--- src/frt_pkg.sv ---
// Package for the free-running timer counter core: register map, fields, reset values.
// Assumes a byte-wide register port from the CPU core on the same clock.
package frt_pkg;

    // ------------------------------------------------------------------
    // Register offsets
    // ------------------------------------------------------------------
    localparam logic [3:0] FRT_OFS_CTRL_ONE  = 4'h0;
    localparam logic [3:0] FRT_OFS_CTRL_TWO  = 4'h1;
    localparam logic [3:0] FRT_OFS_STATUS    = 4'h2;
    localparam logic [3:0] FRT_OFS_CNT_HI    = 4'h3;
    localparam logic [3:0] FRT_OFS_CNT_LO    = 4'h4;
    localparam logic [3:0] FRT_OFS_ALT_HI    = 4'h5;
    localparam logic [3:0] FRT_OFS_ALT_LO    = 4'h6;

    // ------------------------------------------------------------------
    // Field positions
    // ------------------------------------------------------------------
    localparam int FRT_BIT_OVF_IRQ_EN  = 5;
    localparam int FRT_BIT_CLK_SEL_LO  = 2;
    localparam int FRT_BIT_EXT_EDGE    = 0;
    localparam int FRT_BIT_OVF_FLAG    = 5;

    // ------------------------------------------------------------------
    // Reset values and codes
    // ------------------------------------------------------------------
    localparam logic [15:0] FRT_RELOAD_COUNT = 16'hFFFC;
    localparam logic [15:0] FRT_MAX_COUNT    = 16'hFFFF;
    localparam logic [7:0]  FRT_CTRL_RESET   = 8'h00;
    localparam logic [1:0]  FRT_SEL_DIV4     = 2'h0;
    localparam logic [1:0]  FRT_SEL_DIV8     = 2'h1;
    localparam logic [1:0]  FRT_SEL_DIV2     = 2'h2;
    localparam logic [1:0]  FRT_SEL_EXT      = 2'h3;
    localparam logic [2:0]  FRT_DIV2_MASK    = 3'h1;
    localparam logic [2:0]  FRT_DIV4_MASK    = 3'h3;
    localparam logic [2:0]  FRT_DIV8_MASK    = 3'h7;

endpackage : frt_pkg

--- src/frt_core.sv ---
// Free-running 16-bit timer counter with prescaler, external clock and overflow flag.
// Assumes the CPU core strobes byte reads and writes on i_core_clk, one cycle each.
`timescale 1ns/100ps
`default_nettype none

module frt_core (
    input  wire logic       i_core_clk,
    input  wire logic       i_reset_n,
    input  wire logic       i_clk_en,
    input  wire logic [3:0] i_addr,
    input  wire logic [7:0] i_wdata,
    input  wire logic       i_wr,
    input  wire logic       i_rd,
    input  wire logic       i_ext_clock_pin,
    input  wire logic       i_ext_pin_bonded,
    input  wire logic       i_cpu_irq_mask,
    input  wire logic       i_halt_mode,
    output logic [7:0]      o_rdata,
    output logic            o_timer_irq
);
    import frt_pkg::*;

    // ------------------------------------------------------------------
    // State
    // ------------------------------------------------------------------
    logic [15:0] count;
    logic [7:0]  timer_control_one;
    logic [7:0]  timer_control_two;
    logic        overflow_flag;
    logic        clear_armed;
    logic        seq_pending;
    logic [7:0]  low_buffer;
    logic [2:0]  prescale;
    logic        ext_sync_a;
    logic        ext_sync_b;
    logic        ext_prev;
    logic [7:0]  rdata;

    // ------------------------------------------------------------------
    // Decode
    // ------------------------------------------------------------------
    wire sel_ctrl_one = (i_addr == FRT_OFS_CTRL_ONE);
    wire sel_ctrl_two = (i_addr == FRT_OFS_CTRL_TWO);
    wire sel_status   = (i_addr == FRT_OFS_STATUS);
    wire sel_cnt_hi   = (i_addr == FRT_OFS_CNT_HI);
    wire sel_cnt_lo   = (i_addr == FRT_OFS_CNT_LO);
    wire sel_alt_hi   = (i_addr == FRT_OFS_ALT_HI);
    wire sel_alt_lo   = (i_addr == FRT_OFS_ALT_LO);

    wire run         = i_clk_en && !i_halt_mode;
    wire any_lo      = sel_cnt_lo || sel_alt_lo;
    wire rd_hi       = i_rd && (sel_cnt_hi || sel_alt_hi);
    wire rd_lo       = i_rd && any_lo;
    wire wr_lo       = i_wr && any_lo;
    wire prim_lo_acc = (i_rd || i_wr) && sel_cnt_lo;

    wire       overflow_irq_enable   = timer_control_one[FRT_BIT_OVF_IRQ_EN];
    wire [1:0] timer_clock_select    = timer_control_two[FRT_BIT_CLK_SEL_LO +: 2];
    wire       ext_clock_edge_select = timer_control_two[FRT_BIT_EXT_EDGE];

    // Unbonded pin floats high internally
    wire ext_pin_level = i_ext_pin_bonded ? i_ext_clock_pin : 1'b1;

    // ------------------------------------------------------------------
    // Tick generation
    // ------------------------------------------------------------------
    // Rising edge when select bit is 1, falling otherwise
    wire ext_edge = ext_clock_edge_select ? (ext_sync_b && !ext_prev)
                                          : (!ext_sync_b && ext_prev);
    // Edges closer than two CPU clocks may merge; the source must keep that spacing
    wire [2:0] div_mask = (timer_clock_select == FRT_SEL_DIV4) ? FRT_DIV4_MASK :
                          (timer_clock_select == FRT_SEL_DIV8) ? FRT_DIV8_MASK :
                          FRT_DIV2_MASK;
    wire ext_mode = (timer_clock_select == FRT_SEL_EXT);
    wire int_tick = ((prescale & div_mask) == div_mask);
    wire tick     = ext_mode ? ext_edge : int_tick;

    wire wrap           = tick && (count == FRT_MAX_COUNT);
    wire [15:0] next_count = wr_lo ? FRT_RELOAD_COUNT :
                             tick  ? count + 16'h0001 : count;

    // ------------------------------------------------------------------
    // Overflow flag
    // ------------------------------------------------------------------
    wire clear_now = clear_armed && prim_lo_acc;
    // A wrap in the clearing cycle wins over the clear
    wire next_overflow_flag = wrap ? 1'b1 : (clear_now ? 1'b0 : overflow_flag);
    wire next_clear_armed   = (i_rd && sel_status && overflow_flag) ? 1'b1 :
                              (clear_now ? 1'b0 : clear_armed);

    // ------------------------------------------------------------------
    // Coherent read
    // ------------------------------------------------------------------
    wire [7:0] lo_value = seq_pending ? low_buffer : count[7:0];
    wire [7:0] status_value = {2'h0, overflow_flag, 5'h00};
    wire [7:0] next_rdata =
        sel_ctrl_one ? timer_control_one :
        sel_ctrl_two ? timer_control_two :
        sel_status   ? status_value :
        (sel_cnt_hi || sel_alt_hi) ? count[15:8] :
        any_lo       ? lo_value : 8'h00;

    // ------------------------------------------------------------------
    // Registers
    // ------------------------------------------------------------------
    always_ff @(posedge i_core_clk or negedge i_reset_n) begin
        if (!i_reset_n) begin
            count <= FRT_RELOAD_COUNT;
            prescale <= 3'h0;
        end else if (run) begin
            count <= next_count;
            prescale <= wr_lo ? 3'h0 : prescale + 3'h1;
        end
    end

    always_ff @(posedge i_core_clk or negedge i_reset_n) begin
        if (!i_reset_n) begin
            ext_sync_a <= 1'b1;
            ext_sync_b <= 1'b1;
            ext_prev   <= 1'b1;
        end else if (run) begin
            ext_sync_a <= ext_pin_level;
            ext_sync_b <= ext_sync_a;
            ext_prev   <= ext_sync_b;
        end
    end

    always_ff @(posedge i_core_clk or negedge i_reset_n) begin
        if (!i_reset_n) begin
            overflow_flag <= 1'b0;
            clear_armed   <= 1'b0;
        end else if (run) begin
            overflow_flag <= next_overflow_flag;
            clear_armed   <= next_clear_armed;
        end
    end

    always_ff @(posedge i_core_clk or negedge i_reset_n) begin
        if (!i_reset_n) begin
            seq_pending <= 1'b0;
            low_buffer  <= 8'h00;
        end else if (i_clk_en) begin
            if (rd_hi && !seq_pending) begin
                low_buffer  <= count[7:0];
                seq_pending <= 1'b1;
            end else if (rd_lo) begin
                seq_pending <= 1'b0;
            end
        end
    end

    always_ff @(posedge i_core_clk or negedge i_reset_n) begin
        if (!i_reset_n) begin
            timer_control_one <= FRT_CTRL_RESET;
            timer_control_two <= FRT_CTRL_RESET;
        end else if (i_clk_en && i_wr) begin
            if (sel_ctrl_one)
                timer_control_one <= i_wdata;
            if (sel_ctrl_two)
                timer_control_two <= i_wdata;
        end
    end

    always_ff @(posedge i_core_clk or negedge i_reset_n) begin
        if (!i_reset_n) begin
            rdata <= 8'h00;
        end else if (i_clk_en) begin
            rdata <= i_rd ? next_rdata : 8'h00;
        end
    end

    assign o_rdata     = rdata;
    assign o_timer_irq = overflow_flag && overflow_irq_enable && !i_cpu_irq_mask;

endmodule : frt_core

`default_nettype wire

--- config.mk ---
export PLATFORM = sky130hd
export DESIGN_NAME = frt_core
export DESIGN_NICKNAME = d
export VERILOG_FILES = /design/src/frt_pkg.sv /design/src/frt_core.sv
export SDC_FILE = /design/constraint.sdc
export NUM_CORES = 1
export LEC_CHECK = 0
export ABC_AREA = 1
export BUFFER_PORTS_ARGS = -buffer_cell sky130_fd_sc_hd__clkbuf_2
export CAP_MARGIN = 20
export CORE_UTILIZATION = 59
export DETAILED_ROUTE_END_ITERATION = 8
export PLACE_DENSITY = 0.86
export SKIP_CTS_REPAIR_TIMING = 1
export SYNTH_ARGS = -nofsm -noshare
export SYNTH_HDL_FRONTEND = slang
export SYNTH_SLANG_ARGS = --single-unit
--- constraint.sdc ---
create_clock -name i_core_clk -period 2 [get_ports i_core_clk]
set_input_delay 0.3 -clock i_core_clk [delete_from_list [all_inputs] [get_ports i_core_clk]]
set_output_delay 0.3 -clock i_core_clk [all_outputs]
set_load 0.01 [all_outputs]
# Word level (Yosys, flattened, before mapping)
# Cells that the tools add are included.
# word_totals
register_bits,57
elab_cells,81
# classes
addsub,2
n_mux,20
n_bitwise,1
eq_ne,10
n_reduce_logical,36
# op_table
op,n
8-bit two-way mux,7
16-bit two-way mux,2
16-bit by 1-bit adder with 16-bit output (second input constant),1
16-bit == test (second input constant),1
1-bit logical AND,15
2-bit AND reduction,7
4-bit by 3-bit == test with 1-bit output (second input constant),3
3-bit two-way mux,3
4-bit by 2-bit == test with 1-bit output (second input constant),2
1-bit two-way mux,8
2-bit nonzero test,4
1-bit logical NOT,5
4-bit by 1-bit == test with 1-bit output (second input constant),1
4-bit logical NOT,1
3-bit by 1-bit adder with 3-bit output (second input constant),1
3-bit bitwise AND,1
3-bit == test,1
1-bit logical OR,3
2-bit by 1-bit == test with 1-bit output (second input constant),1
2-bit == test (second input constant),1
2-bit logical NOT,1

# Depth between registers and ports, before layout
# Gate-level depths: netlist (run 1).
# depth
ltp_word,9
mapped_depth,10

# Worst setup path after synthesis (run 1)
# Ideal clock, no wire load.
# synth_path
path_type,register to register
startpoint,reg count[0]
endpoint,reg count[8]
synth_period_minus_slack_ns,1.462
stages_incl_launch_ff,9
t_arrival_ns,1.401
slack_ns,0.538
t_required_ns,1.940
n_path_buf,0
setup_ns,0.060
cell_sequence,dfrtp_1 > ha_1 > inv_1 > nor2_2 > nand2_1 > or2_2 > nand3_1 > nand2_1 > nand2_1
# synth_between
elab_chain_len,3
# synth_rtl
element,line_no,source
start: declaration,frt_core.sv:26,logic [15:0] count;
start signal: assignment,frt_core.sv:111,count <= next_count;
16-bit by 1-bit adder with 16-bit output,frt_core.sv:80,tick ? count + 16'h0001 : count;
16-bit two-way mux,frt_core.sv:80,
16-bit two-way mux,frt_core.sv:79,wire [15:0] next_count = wr_lo ? FRT_RELOAD_COUNT :
# Every way passes these cells. The select of a mux whose other input is x is not followed.
# A chain may end at the register's enable or synchronous reset.

# Worst setup path in the final report (run 1)
# Same ends and word-level chain as after synthesis.

==> summary.txt, run 1 <==
total wire length after detailed routing: 7490 um
total congestion overflow after global routing: 0
IR drop worst, VDD: 0.606 mV
most numerous cell on the critical path: nand2_1
cells after synthesis: 447
pwr/cell area: 1030 nW/um^2
starting DRC count in detailed routing: 266
post-placement worst setup slack: 336 ps
placed wire-length estimate after detailed placement: 5240 um
highest attainable clock frequency: 589 MHz
Largest stage delay, worst path: 490 ps
post-layout min period: 1700 ps
maximum level of the CTS H-tree: 3
start point of the worst min-delay path: i_wdata[4]
clock tree root driver cell: clkbuf_8
Setup crit start kind: register
Die Footprint: 5750 um^2
unrepaired setup endpoints after global routing: no
syn_nets: 470
post-synthesis cell type count: 28
launch instance of the worst register-to-register path: count[0]$_DFFE_PN0P_
number of primary I/O pins: 30
vias in the first global route: 2727
TritonCTS clock tree: done
worst min-delay path class: primary input to register
type of the setup path with the least slack: register to register
clock skew after layout: 14.7 ps
number of hold violations in the final report: 0
global placer's final weighted congestion: 0.861
Starting Density: 62.2%
die extent in x: 75.8 um
ordered cell list for the critical path: ha_1 -> inv_1 -> nor2_2 -> nand2_1 -> or2_2 -> nand3_1 -> nand2_1 -> nand2_1
clock transition time at the flip-flop clock pins of the worst setup and hold paths: 70 ps
most used cells in the layout excluding fill and tap cells: nand2_1 (186), o21ai_0 (44), inv_1 (40), dfrtp_1 (40), nor2_1 (33)
run status: finished, final reports clean
detailed-router iteration count before antenna repair: 5
register-to-register setup slack: 300 ps
critical path data arrival time: 1980 ps
cell with the largest stage delay on the worst path: dfrtp_1
average routed wire per standard cell: 13.5 um
start point of the critical path: count[0]$_DFFE_PN0P_
cell depth of the worst flop-to-flop path: 8
first-pass GRT wire length: 12200 um
largest delay contributor family on the critical path: simple AND/OR/NAND/NOR gates
die outline height: 75.8 um
maximum buffer depth of the clock tree: 2
count of clock tree sinks: 57
Max Cap Viol: 0
setup violation total in the final timing report: 0
Seq cells post-synth: 57
number of rows in the core area: 26
area of all placed cells without fillers: 3610 um^2
Final Non-Filler Cells: 554
Area growth, synth to finish: 12.3%
mean area per synthesized cell: 7.20 um^2
count of cells along the worst hold path: 3
top fanout value on the critical path: 8
Bufs and invs on worst path: 1
number of vias in the routed layout: 3004
initial antenna violation count: 0
total instance count after detailed placement: 537
global routing usage summed across all routing layers: 28.8%
worst slew margin relative to its limit: 64.4%
Post-Route Setup TNS: 0 ps
Req. time, crit path: 2280 ps
antenna-violating nets left: 0
total count of max-transition violations in the final report: 0
ant diodes: 0
netlist area before placement: 3220 um^2
maximum number of pins on one net before global-route repair: 58
final total power: 3.73 mW
core outline area: 5170 um^2
minimum setup slack in the final design: 301 ps
most frequent standard cell in the layout excluding fill and tap cells: nand2_1
reg-to-reg endpoint: count[8]$_DFFE_PN1P_
post-DR vias/cell: 5.42
leakage component of the power: 1.82 nW
fraction of final layout cells sized beyond drive strength 1: 18.0%
number of warning messages in the yosys log: 0
critical path capture point type: register
number of clock buffers inserted by TritonCTS: 9
nets: 502
cell area after placement: 3400 um^2
pin slew with the least headroom to its limit: 532 ps
quantity of I/O buffers inserted on ports: 29
final clock period utilization by the worst path: 85.0%
clock latency on the worst-skew pair: 350 ps
worst hold path endpoint: timer_control_two[4]$_DFFE_PN0P_
share of the yosys chip area belonging to registers: 45.0%
Post-route DRC: 0
==> flip-flops by register name, summed over array words and instances, names as in the netlist <==
signal / cells
timer_control_two: 8
ext_prev: 1
seq_pending: 1
overflow_flag: 1
o_rdata: 8
ext_sync_a: 1
count: 16
clear_armed: 1
prescale: 3
ext_sync_b: 1
timer_control_one: 8
low_buffer: 8
==> synthesized netlist by cell type (all sizes together) <==
| library cell | instances | share of area [%] |
|---|---|---|
| dfrtp | 40 | 31 |
| dfstp | 17 | 14 |
| nor3 | 1 | 0.16 |
| nand3b | 2 | 0.47 |
| nand2 | 194 | 24 |
| nand3 | 25 | 4.0 |
| or2 | 1 | 0.19 |
| clkbuf | 1 | 0.12 |
| nor2 | 38 | 5.6 |
| o21ai | 62 | 11 |
| buf | 10 | 2.2 |
| a21oi | 1 | 0.16 |
| o211ai | 1 | 0.23 |
| ha | 2 | 0.78 |
| nand4 | 9 | 1.8 |
| xor2 | 1 | 0.27 |
| inv | 42 | 4.9 |
==> cell families (layout without fill, tap and decap cells) <==
logic type,after synthesis,after routing,share of synthesized area [%]
flops,57,57,45.0
fa+ha+maj,2,2,0.778
xor+xnor,1,1,0.272
compound gates,64,64,11.0
buf+inv,53,90,7.23
simple gates,270,270,35.7
==> how the worst max path moves through the flow <==
stage / cells after the start / to / slack, ps
6_report: 8 / count[8]$_DFFE_PN1P_ / 300
5_1_grt: 8 / count[8]$_DFFE_PN1P_ / 160
4_1_cts: 8 / count[8]$_DFFE_PN1P_ / 320
3_5_place_dp: 8 / count[8]$_DFFE_PN1P_ / 340
3_3_place_gp: 8 / count[8]$_DFFE_PN1P_ / 450
2_1_floorplan: 8 / count[8]$_DFFE_PN1P_ / 540
==> report_power, final <==
group	leakage, nW	switching (mW)	internal, mW
registers	0.706	0.316	1.51
logic	1.01	0.506	0.305
clock network	0.103	0.455	0.640
==> area by class of cell <==
cell class,count,area [um^2]
timing repair buffer,32,183
fill,431,1560
sequential,57,1450
inverter,42,158
tap,70,87.6
multi-input combinational,337,1540
clock inverter,3,40.0
clock buffer,13,159
==> per-layer routing <==
metal	vias up	track usage [%]	share of wire, %
li1	1484	-	-
met1	1400	38.1	45
met2	103	45.8	47
met3	17	7.41	6.0
met4	0	10.3	1.8
met5	-	0	0
==> worst register-to-register path: cells and delay by family (launching register included) <==
family                     cells  cell delay [ps]
buffers and inverters          1              100
DFF                            1              490
and+or+nand+nor                6              730
adders and majority gates      1              320
==> stage by stage <==
step | utilization, % | hold WS (ps)
finish | 69.8 | 193
global route | 69.8 | 205
CTS | 69.6 | -38.6
detailed placement | 65.8 | 327
global placement | 65.8 | 325
floorplan | - | 4.41
No activity file was read; power rests on OpenSTA's default activity.
==> inputs of run 2 (changes only) <==
Settings changed: CORE_UTILIZATION 59 to 54, PLACE_DENSITY 0.86 to 0.83.
Clock period 2 ns to 1.4 ns, I/O delays scaled along.
==> run 2 against run 1 <==
  * The flow now finishes with violations (negative setup slack)
  * Combinational power is 97% higher
  * Global-route usage decreased by 1.3 points
  * Utilization up 1.1 points
  * Clock power is 29% higher
  * Critical path depth is 1 lower
  * Critical endpoint unchanged
  * Largest power group unchanged
  * Highest routed layer unchanged
==> summary.txt, run 2 (same netlist as run 1, synthesis figures left out) <==
run status: complete, but fails checks
failing checks: negative setup slack
cell depth of the worst flop-to-flop path: 7
global placer's final weighted congestion: 0.917
most frequent standard cell in the layout excluding fill and tap cells: nand2_1
maximum number of pins on one net before global-route repair: 58
post-DR vias/cell: 5.52
Req. time, crit path: 1700 ps
first-pass GRT wire length: 13100 um
final clock period utilization by the worst path: 103%
die outline height: 79.2 um
number of vias in the routed layout: 3254
Final Non-Filler Cells: 589
Max Cap Viol: 0
count of cells along the worst hold path: 3
number of hold violations in the final report: 0
maximum level of the CTS H-tree: 3
final total power: 5.57 mW
ordered cell list for the critical path: nand2_2 -> nor2_4 -> nand2_1 -> or2_2 -> nand3_1 -> nand2_1 -> nand2_1
largest delay contributor family on the critical path: simple AND/OR/NAND/NOR gates
Starting Density: 57.4%
Area growth, synth to finish: 23.6%
fraction of final layout cells sized beyond drive strength 1: 29.2%
number of primary I/O pins: 30
final standard cell utilization of the core: 70.9%
clock latency on the worst-skew pair: 350 ps
total congestion overflow after global routing: 0
reg-to-reg endpoint: count[8]$_DFFE_PN1P_
most used cells in the layout excluding fill and tap cells: nand2_1 (173), inv_1 (38), dfrtp_1 (37)
clock transition time at the flip-flop clock pins of the worst setup and hold paths: 80 ps
critical path data arrival time: 1740 ps
total instance count after detailed placement: 564
total wire length after detailed routing: 8340 um
average routed wire per standard cell: 14.2 um
register with the highest flop count: count
worst slew margin relative to its limit: 77.8%
start point of the worst min-delay path: i_wdata[4]
number of rows in the core area: 27
TritonCTS clock tree: done
pwr/cell area: 1400 nW/um^2
global routing usage summed across all routing layers: 27.5%
highest attainable clock frequency: 693 MHz
initial antenna violation count: 0
ant diodes: 0
launch instance of the worst register-to-register path: count[7]$_DFFE_PN1P_
starting DRC count in detailed routing: 401
Setup crit start kind: register
IR drop worst, VDD: 0.824 mV
detailed-router iteration count before antenna repair: 5
maximum buffer depth of the clock tree: 2
Bufs and invs on worst path: 0
top fanout value on the critical path: 3
placed wire-length estimate after detailed placement: 5460 um
post-layout min period: 1440 ps
die extent in x: 79.2 um
cell with the largest stage delay on the worst path: dfstp_2
Fin Hold WS: 91.0 ps
minimum setup slack in the final design: -42.9 ps
nets: 535
total count of max-transition violations in the final report: 0
clock skew after layout: 7.72 ps
type of the setup path with the least slack: register to register
leakage component of the power: 2.01 nW
pin slew with the least headroom to its limit: 332 ps
core outline area: 5610 um^2
worst min-delay path class: primary input to register
quantity of I/O buffers inserted on ports: 29
vias in the first global route: 2948
register-to-register setup slack: -40 ps
Post-route DRC: 0
critical path capture point type: register
worst hold path endpoint: timer_control_two[4]$_DFFE_PN0P_
most numerous cell on the critical path: nand2_1
antenna-violating nets left: 0
max reg flops: 16
setup violation total in the final timing report: 5
unrepaired setup endpoints after global routing: yes
count of clock tree sinks: 57
Die Footprint: 6270 um^2
number of clock buffers inserted by TritonCTS: 9
clock tree root driver cell: clkbuf_8
Largest stage delay, worst path: 580 ps
run 2: changes by cell type in the layout (fill, tap and decap cells not counted), sizes merged:
cell and change:
buf +32, clkbuf -4, nand2 +1, clkinvlp +2
inv +2, clkinv +1, bufinv -1
run 2: per-layer routing:
| layer | global-route usage [%] | vias to the layer above | share of wire (%) |
|---|---|---|---|
| met5 | 0 | - | 0 |
| met3 | 7.01 | 23 | 7.7 |
| met2 | 44.4 | 146 | 47 |
| li1 | - | 1546 | - |
| met1 | 34.6 | 1539 | 43 |
| met4 | 12.7 | 0 | 2.0 |
run 2: final cells by class:
type | count | area, um^2
multi-input cells | 338 | 1680
inverters | 42 | 158
well taps | 72 | 90.1
clock buffers | 9 | 124
flip-flops and latches | 57 | 1450
repair buffers | 64 | 423
fillers | 425 | 1630
clock inverters | 7 | 55.1
run 2: power by group:
part | switching (mW) | leakage [nW] | internal (mW)
logic | 0.922 | 1.23 | 0.681
registers | 0.403 | 0.703 | 2.15
clock network | 0.757 | 0.0862 | 0.654
run 2: how the worst max path moves through the flow:
stage | depth (start not counted) | slack (ps) | startpoint | endpoint
4_1_cts | 8 | -120 | ext_sync_b$_DFFE_PN1P_ | count[3]$_DFFE_PN1P_
5_1_grt | 7 | -90 | count[2]$_DFFE_PN1P_ | count[8]$_DFFE_PN1P_
3_3_place_gp | 8 | -40 | ext_sync_b$_DFFE_PN1P_ | count[15]$_DFFE_PN1P_
2_1_floorplan | 8 | 10 | count[0]$_DFFE_PN0P_ | count[8]$_DFFE_PN1P_
6_report | 7 | -40 | count[7]$_DFFE_PN1P_ | count[8]$_DFFE_PN1P_
3_5_place_dp | 8 | -100 | ext_sync_b$_DFFE_PN1P_ | count[3]$_DFFE_PN1P_
run 2: metrics by stage:
step	worst slack (ps)	setup TNS, ps	instance area (um^2)
2_1_floorplan	10.6	0	3230
4_1_cts	-125	-1570	3780
5_1_grt	-87.3	-743	3980
3_5_place_dp	-103	-1150	3600
6_report	-42.9	-100	3980
3_3_place_gp	-37.3	-459	3600
run 2: worst min-delay path, cell delays in order:
cell      delay, ps
clkbuf_2         80
inv_1            60
o21ai_1          60
